### src/drtw_pkg.sv
// ==========================================================
// register map and field layout
package drtw_pkg;
	localparam int          DRTW_AW          = 16;
	localparam int          DRTW_DW          = 8;
	localparam logic [15:0] DRTW_OFS_CTRL    = 16'h0108;
	localparam logic [15:0] DRTW_OFS_ONESHOT = 16'h0109;
	localparam logic [15:0] DRTW_OFS_IOCTL   = 16'h010A;
	localparam logic [15:0] DRTW_OFS_MODE    = 16'h010B;
	localparam logic [15:0] DRTW_OFS_PRE     = 16'h010C;
	localparam logic [15:0] DRTW_OFS_SEC     = 16'h010D;
	localparam logic [15:0] DRTW_OFS_PRI     = 16'h010E;

	// ==========================================================
	// control register fields
	localparam int          DRTW_CTRL_RUN    = 0;
	localparam int          DRTW_CTRL_STAT   = 1;
	localparam int          DRTW_CTRL_HALT   = 2;

	// ==========================================================
	// io control fields
	localparam int          DRTW_IO_OLS      = 0;
	localparam int          DRTW_IO_OSS      = 1;
	localparam logic [3:0]  DRTW_IO_MASK     = 4'hF;

	// ==========================================================
	// mode register fields
	localparam int          DRTW_MODE_LSB    = 0;
	localparam int          DRTW_MODE_WTS    = 3;
	localparam int          DRTW_SRC_LSB     = 4;
	localparam logic [1:0]  DRTW_MODE_TIMER  = 2'h0;
	localparam logic [1:0]  DRTW_MODE_WAVE   = 2'h1;
	localparam logic [1:0]  DRTW_SRC_F1      = 2'h0;
	localparam logic [1:0]  DRTW_SRC_F8      = 2'h1;
	localparam logic [1:0]  DRTW_SRC_UP      = 2'h2;
	localparam logic [1:0]  DRTW_SRC_F2      = 2'h3;
	localparam logic [2:0]  DRTW_DIV8_LAST   = 3'h7;

	// ==========================================================
	// reset values
	localparam logic [7:0]  DRTW_RST_BYTE    = 8'h00;
	localparam logic [7:0]  DRTW_RST_RELOAD  = 8'hFF;

	// ==========================================================
	// count states
	typedef enum logic [1:0] {
		DRTW_IDLE      = 2'h0,
		DRTW_PRIMARY   = 2'h1,
		DRTW_SECONDARY = 2'h3
	} drtw_state_t;
endpackage : drtw_pkg

### src/drtw_timer.sv
// The plain strobed port was decided locally.
`timescale 1ns/1ps
// Contract
// - prescaler and timer, each reload plus counter
// - write target bit picks counter and reload, or reload only
// - prescaler transfer only on count source edge
// - timer transfer only on prescaler underflow
// - counter write lands at next transfer
// - reload-only writes shift with prescaler value
// - io control bits four to seven read zero
// - waveform pin inverts on each timer underflow
// - first waveform period is the primary one
// - waveform mode ignores one-shot control register
// - count source f1, f2, f8 or upstream
// - decrement, reload primary and secondary alternately
// - periods are (n+1)(m+1) and (n+1)(p+1)
// - writing run bit one with halt zero starts counting
// - run zero or halt one stops counting
// - irq with pin change after secondary underflow
// - primary and prescaler reads give live count
// - stopped writes load both, running reload only in waveform mode or with write target bit one
// - running writes show from next primary period after a primary write
// - source switch picks waveform or port latch
// - source switch latched at start or irq
// - level select sets primary, secondary, stopped levels
// - switch zero waveform, one port latch
module drtw_timer
	import drtw_pkg::*;
(
	input  wire logic                 core_clk,
	input  wire logic                 nrst,
	input  wire logic [DRTW_AW-1:0]   addr,
	input  wire logic [DRTW_DW-1:0]   wdata,
	input  wire logic                 wr_en,
	input  wire logic                 rd_en,
	output logic      [DRTW_DW-1:0]   rdata,
	input  wire logic                 upstream_uf,
	input  wire logic                 port_output_latch,
	output logic                      waveform_output_pin,
	output logic                      waveform_output_oe,
	output logic                      timer_irq,
	output logic                      counting
);

	// ==========================================================
	// state and registers
	drtw_state_t  state_q, state_d;
	logic [7:0]   io_q;
	logic [7:0]   mode_q;
	logic [7:0]   pre_rld_q, pre_cnt_q;
	logic [7:0]   pri_rld_q, sec_rld_q, tmr_cnt_q;
	logic [7:0]   pre_buf_q, pri_buf_q, sec_buf_q;
	logic         commit_q;
	logic         pre_pend_q, tmr_pend_q;
	logic [2:0]   div_q;
	logic         wave_q;
	logic         oss_q;
	logic         irq_q;
	logic [7:0]   rdata_q;

	// ==========================================================
	// address decode
	wire          sel_ctrl  = (addr == DRTW_OFS_CTRL);
	wire          sel_io    = (addr == DRTW_OFS_IOCTL);
	wire          sel_mode  = (addr == DRTW_OFS_MODE);
	wire          sel_pre   = (addr == DRTW_OFS_PRE);
	wire          sel_sec   = (addr == DRTW_OFS_SEC);
	wire          sel_pri   = (addr == DRTW_OFS_PRI);
	wire          wr_ctrl   = wr_en & sel_ctrl;
	wire          wr_io     = wr_en & sel_io;
	wire          wr_mode   = wr_en & sel_mode;
	wire          wr_pre    = wr_en & sel_pre;
	wire          wr_sec    = wr_en & sel_sec;
	wire          wr_pri    = wr_en & sel_pri;

	// ==========================================================
	// mode fields
	wire [1:0]    mode_sel  = mode_q[DRTW_MODE_LSB +: 2];
	wire [1:0]    src_sel   = mode_q[DRTW_SRC_LSB +: 2];
	wire          wts       = mode_q[DRTW_MODE_WTS];
	wire          is_wave   = (mode_sel == DRTW_MODE_WAVE);
	wire          ols       = io_q[DRTW_IO_OLS];
	wire          running   = (state_q != DRTW_IDLE);
	wire          in_sec    = (state_q == DRTW_SECONDARY);

	// ==========================================================
	// run control
	wire          halt_wr   = wr_ctrl & wdata[DRTW_CTRL_HALT];
	wire          run_wr    = wr_ctrl & ~wdata[DRTW_CTRL_HALT];
	wire          start     = run_wr & wdata[DRTW_CTRL_RUN] & ~running;
	wire          stop      = halt_wr | (run_wr & ~wdata[DRTW_CTRL_RUN]);

	// ==========================================================
	// count source selection
	wire          en_f2     = div_q[0];
	wire          en_f8     = (div_q == DRTW_DIV8_LAST);
	wire          src_en    = (src_sel == DRTW_SRC_F1) ? 1'b1 :
	                          (src_sel == DRTW_SRC_F2) ? en_f2 :
	                          (src_sel == DRTW_SRC_F8) ? en_f8 : upstream_uf;
	wire          ce        = running & src_en;

	// ==========================================================
	// underflow detection
	wire          pre_uf    = ce & (pre_cnt_q == 8'h00) & ~pre_pend_q;
	wire          pre_step  = ce;
	wire          tmr_step  = pre_uf;
	wire          tmr_uf    = tmr_step & (tmr_cnt_q == 8'h00) & ~tmr_pend_q;
	wire          sec_end   = tmr_uf & is_wave & in_sec;
	wire          irq_ev    = is_wave ? sec_end : tmr_uf;

	// ==========================================================
	// write routing
	wire          wave_run  = running & is_wave;
	wire          direct    = ~running;
	wire          tm_both   = running & ~is_wave & ~wts;
	wire          to_rld    = ~wave_run;
	wire          to_buf    = wave_run;
	wire          do_commit = sec_end & commit_q;

	// ==========================================================
	// reload values
	wire [7:0]    pre_rld_n = do_commit ? pre_buf_q : pre_rld_q;
	wire [7:0]    pri_rld_n = do_commit ? pri_buf_q : pri_rld_q;
	wire [7:0]    sec_rld_n = do_commit ? sec_buf_q : sec_rld_q;
	wire [7:0]    tmr_rld   = (is_wave & ~in_sec) ? sec_rld_n : pri_rld_n;

	// ==========================================================
	// next state
	always_comb begin
		state_d = state_q;
		case (state_q)
			DRTW_IDLE: begin
				if (start) begin
					state_d = DRTW_PRIMARY;
				end
			end
			DRTW_PRIMARY: begin
				if (stop) begin
					state_d = DRTW_IDLE;
				end else if (tmr_uf & is_wave) begin
					state_d = DRTW_SECONDARY;
				end
			end
			DRTW_SECONDARY: begin
				if (stop) begin
					state_d = DRTW_IDLE;
				end else if (tmr_uf | ~is_wave) begin
					state_d = DRTW_PRIMARY;
				end
			end
			default: begin
				state_d = DRTW_IDLE;
			end
		endcase
	end

	// ==========================================================
	// state register and divider
	always_ff @(posedge core_clk or negedge nrst) begin
		if (!nrst) begin
			state_q <= DRTW_IDLE;
			div_q   <= 3'h0;
		end else begin
			state_q <= state_d;
			div_q   <= div_q + 3'h1;
		end
	end

	// ==========================================================
	// configuration registers
	always_ff @(posedge core_clk or negedge nrst) begin
		if (!nrst) begin
			io_q   <= DRTW_RST_BYTE;
			mode_q <= DRTW_RST_BYTE;
		end else begin
			if (wr_io) begin
				io_q <= {4'h0, wdata[3:0] & DRTW_IO_MASK};
			end
			if (wr_mode) begin
				mode_q <= wdata;
			end
		end
	end

	// ==========================================================
	// prescaler reload register
	always_ff @(posedge core_clk or negedge nrst) begin
		if (!nrst) begin
			pre_rld_q <= DRTW_RST_RELOAD;
		end else if (wr_pre & to_rld) begin
			pre_rld_q <= wdata;
		end else if (do_commit) begin
			pre_rld_q <= pre_buf_q;
		end
	end

	// ==========================================================
	// timer reload registers
	always_ff @(posedge core_clk or negedge nrst) begin
		if (!nrst) begin
			pri_rld_q <= DRTW_RST_RELOAD;
			sec_rld_q <= DRTW_RST_RELOAD;
		end else begin
			if (wr_pri & to_rld) begin
				pri_rld_q <= wdata;
			end else if (do_commit) begin
				pri_rld_q <= pri_buf_q;
			end
			if (wr_sec & to_rld) begin
				sec_rld_q <= wdata;
			end else if (do_commit) begin
				sec_rld_q <= sec_buf_q;
			end
		end
	end

	// ==========================================================
	// staging for writes made while the waveform runs
	always_ff @(posedge core_clk or negedge nrst) begin
		if (!nrst) begin
			pre_buf_q <= DRTW_RST_RELOAD;
			pri_buf_q <= DRTW_RST_RELOAD;
			sec_buf_q <= DRTW_RST_RELOAD;
			commit_q  <= 1'b0;
		end else begin
			pre_buf_q <= (wr_pre & to_buf) ? wdata : (to_buf ? pre_buf_q : pre_rld_n);
			sec_buf_q <= (wr_sec & to_buf) ? wdata : (to_buf ? sec_buf_q : sec_rld_n);
			pri_buf_q <= (wr_pri & to_buf) ? wdata : (to_buf ? pri_buf_q : pri_rld_n);
			if (wr_pri & to_buf) begin
				commit_q <= 1'b1;
			end else if (do_commit | ~wave_run) begin
				commit_q <= 1'b0;
			end
		end
	end

	// ==========================================================
	// pending counter writes in timer mode
	always_ff @(posedge core_clk or negedge nrst) begin
		if (!nrst) begin
			pre_pend_q <= 1'b0;
			tmr_pend_q <= 1'b0;
		end else begin
			if (wr_pre & tm_both) begin
				pre_pend_q <= 1'b1;
			end else if (pre_step | ~running) begin
				pre_pend_q <= 1'b0;
			end
			if (wr_pri & tm_both) begin
				tmr_pend_q <= 1'b1;
			end else if (tmr_step | ~running) begin
				tmr_pend_q <= 1'b0;
			end
		end
	end

	// ==========================================================
	// prescaler counter
	always_ff @(posedge core_clk or negedge nrst) begin
		if (!nrst) begin
			pre_cnt_q <= DRTW_RST_RELOAD;
		end else if (wr_pre & direct) begin
			pre_cnt_q <= wdata;
		end else if (start) begin
			pre_cnt_q <= pre_rld_q;
		end else if (pre_step) begin
			if (pre_pend_q | pre_uf) begin
				pre_cnt_q <= pre_rld_n;
			end else begin
				pre_cnt_q <= pre_cnt_q - 8'h01;
			end
		end
	end

	// ==========================================================
	// timer counter
	always_ff @(posedge core_clk or negedge nrst) begin
		if (!nrst) begin
			tmr_cnt_q <= DRTW_RST_RELOAD;
		end else if (wr_pri & direct) begin
			tmr_cnt_q <= wdata;
		end else if (start) begin
			tmr_cnt_q <= pri_rld_q;
		end else if (tmr_step) begin
			if (tmr_pend_q) begin
				tmr_cnt_q <= pri_rld_q;
			end else if (tmr_uf) begin
				tmr_cnt_q <= tmr_rld;
			end else begin
				tmr_cnt_q <= tmr_cnt_q - 8'h01;
			end
		end
	end

	// ==========================================================
	// waveform, source switch and interrupt
	wire          wave_d    = (state_d == DRTW_PRIMARY) & is_wave ? ~ols : ols;

	always_ff @(posedge core_clk or negedge nrst) begin
		if (!nrst) begin
			wave_q <= 1'b0;
			oss_q  <= 1'b0;
			irq_q  <= 1'b0;
		end else begin
			wave_q <= wave_d;
			irq_q  <= irq_ev;
			if (start | irq_ev) begin
				oss_q <= io_q[DRTW_IO_OSS];
			end
		end
	end

	// ==========================================================
	// read path
	wire [7:0]    ctrl_rd   = {5'h00, 1'b0, running, running};
	wire [7:0]    rd_mux    = sel_ctrl ? ctrl_rd :
	                          sel_io   ? {4'h0, io_q[3:0]} :
	                          sel_mode ? mode_q :
	                          sel_pre  ? pre_cnt_q :
	                          sel_sec  ? (wave_run ? sec_buf_q : sec_rld_q) :
	                          sel_pri  ? tmr_cnt_q : 8'h00;

	always_ff @(posedge core_clk or negedge nrst) begin
		if (!nrst) begin
			rdata_q <= 8'h00;
		end else begin
			rdata_q <= rd_en ? rd_mux : 8'h00;
		end
	end

	// ==========================================================
	// outputs
	assign rdata               = rdata_q;
	assign waveform_output_pin = oss_q ? port_output_latch : wave_q;
	assign waveform_output_oe  = is_wave;
	assign timer_irq           = irq_q;
	assign counting            = running;

endmodule : drtw_timer

### config.mk
export PLATFORM = sky130hd
export DESIGN_NAME = drtw_timer
export DESIGN_NICKNAME = d
export VERILOG_FILES = /design/src/drtw_pkg.sv /design/src/drtw_timer.sv
export SDC_FILE = /design/constraint.sdc
export NUM_CORES = 1
export LEC_CHECK = 0
export BUFFER_PORTS_ARGS = -buffer_cell sky130_fd_sc_hd__buf_2
export CAP_MARGIN = 10
export CORE_UTILIZATION = 35
export DETAILED_ROUTE_END_ITERATION = 10
export PLACE_DENSITY = 0.55
export SLEW_MARGIN = 20
export SYNTH_ARGS = -nofsm -noshare
export SYNTH_HDL_FRONTEND = slang
export SYNTH_SLANG_ARGS = --single-unit
### constraint.sdc
create_clock -name core_clk -period 3.2 [get_ports core_clk]
set_input_delay 0.48 -clock core_clk [delete_from_list [all_inputs] [get_ports core_clk]]
set_output_delay 0.48 -clock core_clk [all_outputs]
set_load 0.1 [all_outputs]
---- After elaboration in Yosys (flattened, before gate mapping) ----
Cells that the tools add are included.
word-level totals
  register bits ........................... 95
  input port bits ......................... 30
  output and inout port bits .............. 12
cells by class
  add/subtract/negate cells ............... 3
  equality and inequality tests ........... 16
  mux-type cells .......................... 48
  bitwise operators ....................... 51
  reductions and logical operators ........ 10
operators by type and width
  cell                   number
  $mux W8                30
  $eq A16 B9 Y1 const B  6
  $and A1 B1 Y1          34
  $logic_not A8 Y1       2
  $sub A8 B1 Y8 const B  2
  $mux W1                12
  $mux W2                5
  $not A1 Y1             10
  $eq A2 B1 Y1 const B   4
  $reduce_bool A2 Y1     4
  $or A1 B1 Y1           7
  $ne A2 B1 Y1 const B   3
  $pmux W2 S3            1
  $reduce_bool A3 Y1     2
  $eq A2 B2 Y1 const B   2
  $logic_not A2 Y1       2
  $add A3 B1 Y3 const B  1
  $eq A3 B3 Y1 const B   1

---- Longest topological paths before layout ----
  depth in word-level cells ............... 19
  mapped depth ............................ 10
  gate-level depth less buffers ........... 8

---- Worst setup path after synthesis ----
No wires, ideal clock.
  path kind ............................... reg2reg
  start ................................... register mode_q[0]
  end ..................................... register pre_cnt_q[3]
  setup time .............................. 0.097 ns
  arrival ................................. 2.675 ns
  required time ........................... 3.103 ns
  setup slack ............................. 0.429 ns
  stages on the path, launching flop included .. 10
  path through ............................ dfrtp_1 nand2b_2 clkinv_1 and2_1 and4_1 buf_4 buf_8 a221oi_1 nor2_1 nor4_1
between the ends
  cells in the longest elaborated chain, start to end .. 9
RTL lines
  what                          line               source
  from (decl)                   drtw_timer.sv:49   logic [7:0] mode_q;
  from (signal assigned)        drtw_timer.sv:180  mode_q <= wdata;
  $eq A2 B1 Y1                  drtw_timer.sv:81   wire is_wave = (mode_sel == DRTW_MODE_WAVE);
  named net waveform_output_oe  drtw_timer.sv:40   output logic waveform_output_oe,
  $and A1 B1 Y1 (2 in a row)    drtw_timer.sv:108  wire sec_end = tmr_uf & is_wave & in_sec;
  $and A1 B1 Y1                 drtw_timer.sv:118  wire do_commit = sec_end & commit_q;
  $mux W8                       n/a
  $mux W8                       drtw_timer.sv:267  if (pre_pend_q | pre_uf) begin
  $mux W8                       drtw_timer.sv:266  end else if (pre_step) begin
  $mux W8                       drtw_timer.sv:264  end else if (start) begin
  $mux W8                       drtw_timer.sv:262  end else if (wr_pre & direct) begin
  to (signal assigned)          drtw_timer.sv:263  pre_cnt_q <= wdata;
  to (signal assigned)          drtw_timer.sv:265  pre_cnt_q <= pre_rld_q;
  to (signal assigned)          drtw_timer.sv:268  pre_cnt_q <= pre_rld_n;
  to (decl)                     drtw_timer.sv:50   logic [7:0] pre_rld_q, pre_cnt_q;
The timed path passes the listed nets, and every way through them passes these cells. The select of a mux whose other input is x is not followed.
A chain may end at the register's enable or synchronous reset.

---- Final worst setup path ----
  start ................................... register tmr_cnt_q[0]
  end ..................................... register tmr_cnt_q[6]
between the ends
  cells in the longest elaborated chain, start to end .. 13
RTL lines
  what                        line                                  source
  from (decl)                 drtw_timer.sv:51                      logic [7:0] pri_rld_q, sec_rld_q, tmr_cnt_q;
  from (signal assigned)      drtw_timer.sv:281                     tmr_cnt_q <= wdata;
  from (signal assigned)      drtw_timer.sv:283                     tmr_cnt_q <= pri_rld_q;
  from (signal assigned)      drtw_timer.sv:286                     tmr_cnt_q <= pri_rld_q;
  $logic_not A8 Y1            drtw_timer.sv:107                     wire tmr_uf = tmr_step & (tmr_cnt_q == 8'h00) & ~tmr_pend_q;
  $and A1 B1 Y1 (2 in a row)  drtw_timer.sv:107
  $and A1 B1 Y1 (2 in a row)  drtw_timer.sv:108
  $and A1 B1 Y1               drtw_timer.sv:118
  $mux W8 (on tied branches)  drtw_timer.sv:123, drtw_timer.sv:124
  $mux W8                     drtw_timer.sv:125                     wire [7:0] tmr_rld = (is_wave & ~in_sec) ? sec_rld_n : pri_rld_n;
  $mux W8 (*)                 drtw_timer.sv:287                     end else if (tmr_uf) begin
  $mux W8 (*)                 drtw_timer.sv:285                     if (tmr_pend_q) begin
  $mux W8 (*)                 drtw_timer.sv:284                     end else if (tmr_step) begin
  $mux W8 (*)                 drtw_timer.sv:282                     end else if (start) begin
  $mux W8 (*)                 drtw_timer.sv:280                     end else if (wr_pri & direct) begin
Every way passes the cells marked *; elsewhere a longest branch is shown, timed or not. The select of a mux whose other input is x is not followed.

==> results.md <==
- Max frequency: 355 MHz
- Synth top area share: 0.299
- Longest Clk Path Bufs: 2
- Critical path capture point type: flip-flop
- DR vias/cell: 5.66
- Leak: 2.38 nW
- CP Cell Sequence: inv_1 > ha_1 > or3b_2 > nor4_4 > and4_1 > buf_12 > nand2_1 > and3_1 > o22ai_1
- Post-route DRC: 0
- Resize count post-CTS: 0
- Mapped Cells: 604
- Syn nets: 639
- Clk slew on worst S/H paths: 0.07 ns
- Grt total ovfl: 0
- Fin area: 0.00645 mm^2
- Initial DRT Pass Iterations: 5
- Async set-reset flop share out of synthesis: 1.00
- Max IR drop VDD: 0.000252 V
- Crit path max fanout: 17
- Vias: 4866
- CP max-delay cell: and4_1
- Status: finished clean
- Netlist Area Pre-Place: 0.00563 mm^2
- Die area: 0.0166 mm^2
- Initial antenna violation count: 0
- Core ar.: 0.0154 mm^2
- Top cell type by total area after synthesis: dfstp_2
- Top cells by count, synth: nand2_1, dfstp_2, o21ai_0
- Cell family with most CP delay: simple AND/OR/NAND/NOR gates
- Critical path's largest stage delay: 0.66 ns
- Final worst path period need: 2.81 ns
- Dominant cells by area after synthesis: dfstp_2, dfrtp_1, mux2i_1, nand2_1, o21ai_0
- Die X: 129 um
- Drt wl/cell: 20.2 um
- Worst EP required: 3.48 ns
- Layout cell share with drive strength beyond 1: 0.267
- EDFF count, synth: 0
- Worst-Margin Slew: 0.896 ns
- Syn avg cell area: 9.32 um^2
- Die height: 129 um
- Worst Skew: 0.0109 ns
- Final Max Slew Viols: 0
- Fin crit share: 0.879
- Post-synthesis sequential area ratio: 0.437
- Count leader, synth: nand2_1
- CP Buf/Inv Count: 2
- Crit path launch type: flip-flop
- Main flop type after synthesis: dfstp_2
- Io pins: 42
- CTS Hold Bufs: 0
- Critical path class: reg2reg
- Row count: 45
- Inserted Clock Buffers: 9
- Total of max-cap violations: 0
- Slew headroom: 0.403
- Root Driver: clkbuf_16
- Post-synth cell types: 67
- Post-DP HPWL: 12.6 mm
- GRT Total Usage: 0.219
- Global-route wire length before repair: 26.7 mm
- Nets: 678
- Worst EP arrival: 3.10 ns
- Initial drt markers: 453
- GPL Wtd Cong: 0.874
- Clock insertion delay at the later pin of the skew report: 0.36 ns
- Via count of the first global-routing pass: 4668
- ANT cells: 0
- Clk sinks: 95
- Final WL: 17.4 mm
- Final hold vios: 0
- RSZ-0062 raised after global routing: false
- Port-buffer cells: 41
- Largest net degree at the start of global routing: 67
- H-tree depth: 3
- #FFs+latches synth: 95
- Final Setup Violations: 0
- Setup TNS: 0 ns
- Synth-to-Final Area Change: 14.6%
- Post-CTS setup repair buffer count: 0
- TritonCTS clock tree: yes
- Initial core utilization: 0.365
- HP Class: in2async
- Post-route ant nets: 0
- Yosys Warn Count: 0
- PwrDens: 398 mW/mm^2
- Area post-placement: 0.00610 mm^2
## kinds of logic (layout without fill, tap and decap cells)
logic type               after synthesis  count (layout)  share of synthesized area
buffers and inverters                 52              96                     0.0429
multiplexers                          63              63                      0.115
AND/OR/NAND/NOR                      200             200                      0.184
XOR/XNOR                              14              14                     0.0218
AO/OA/AOI/OAI                        175             175                      0.188
flip-flops                            95              95                      0.437
adder cells (fa/ha/maj)                5               5                     0.0111
## power breakdown
group / switching [mW] / internal, mW
Combinational: 0.0715 / 0.0239
Sequential: 0.000578 / 1.21
Clock: 0.498 / 0.767
Total: 0.570 / 2.00
## area by class of cell
| class | instances | area (um^2) |
|---|---|---|
| Sequential cell | 95 | 2460 |
| Fill cell | 1557 | 8980 |
| Timing Repair Buffer | 64 | 393 |
| Multi-Input combinational cell | 457 | 2930 |
| Tap cell | 211 | 264 |
| Inverter | 16 | 60.1 |
| Clock inverter | 7 | 120 |
| Clock buffer | 9 | 225 |
## routing by layer
layer / global-route usage / vias to the layer above / part of all wire
met5: 0 / - / 0
met4: 0.116 / 0 / 0.036
met3: 0.0495 / 37 / 0.073
met2: 0.327 / 194 / 0.43
met1: 0.294 / 2354 / 0.46
li1: - / 2281 / -
## path summary, 6_finish.rpt
check / start / end / slack (ns) / cells past startpoint
max: tmr_cnt_q[0] / tmr_cnt_q[6] / 0.39 / 9
min: nrst / timer_irq / 0.22 / 1
max reg2reg: tmr_cnt_q[0] / tmr_cnt_q[6] / 0.39 / 9
min reg2reg: div_q[0] / div_q[0] / 0.47 / 1
max in group asynchronous: nrst / pre_rld_q[2] / 2.15 / 2
min in group core_clk: rd_en / rdata[0] / 0.39 / 3
## sequential cells by signal, summed over array words and instances (netlist names), 2 cells and up
name / flops
state_q: 2
tmr_cnt_q: 8
mode_q: 8
div_q: 3
pri_rld_q: 8
pre_cnt_q: 8
pre_rld_q: 8
rdata: 8
pre_buf_q: 8
sec_buf_q: 8
sec_rld_q: 8
io_q: 4
pri_buf_q: 8
## metrics by stage
step / total power, mW / utilization / hold WS (ns) / instances / setup WS (ns)
finish: 2.57 / 0.418 / 0.222 / 859 / 0.386
global route: 2.64 / 0.418 / 0.311 / 859 / 0.232
CTS: 2.59 / 0.418 / 0.270 / 859 / 0.394
detailed placement: 1.32 / 0.396 / 0.457 / 843 / 0.407
global placement: 1.32 / 0.396 / 0.441 / 843 / 0.510
floorplan: 1.26 / - / 0.184 / 604 / 0.429
## worst register-to-register path: cells and delay by family, from the launching register on
kind / cells / cell delay (ns)
adder cells (fa/ha/maj): 1 / 0.21
buffers and inverters: 2 / 0.33
AO/OA/AOI/OAI: 1 / 0.18
AND/OR/NAND/NOR: 5 / 1.63
flip-flops: 1 / 0.39
## cell usage in the layout, fill, tap and decap left out, types with 3 or more instances in the layout
master	count
a31oi_1	7
nand4_1	6
clkbuf_16	9
nor4_1	4
or3_1	8
nor2_1	32
buf_4	23
o31ai_1	3
o22ai_1	5
buf_2	40
a22oi_1	8
dfstp_2	64
bufinv_16	3
nand2_1	88
mux2_2	14
a22o_1	5
and3_1	3
nor3_1	13
and4_1	3
nor4_4	3
a221oi_1	10
nand3_1	11
a32oi_1	4
nor3b_1	4
inv_1	15
o21ai_1	17
xnor2_1	6
a21oi_1	37
dfrtp_1	31
mux2i_1	48
o21ai_0	60
ha_1	5
xor2_1	8
nand4b_1	3
o211ai_1	3
No activity file was read; power rests on OpenSTA's default activity.
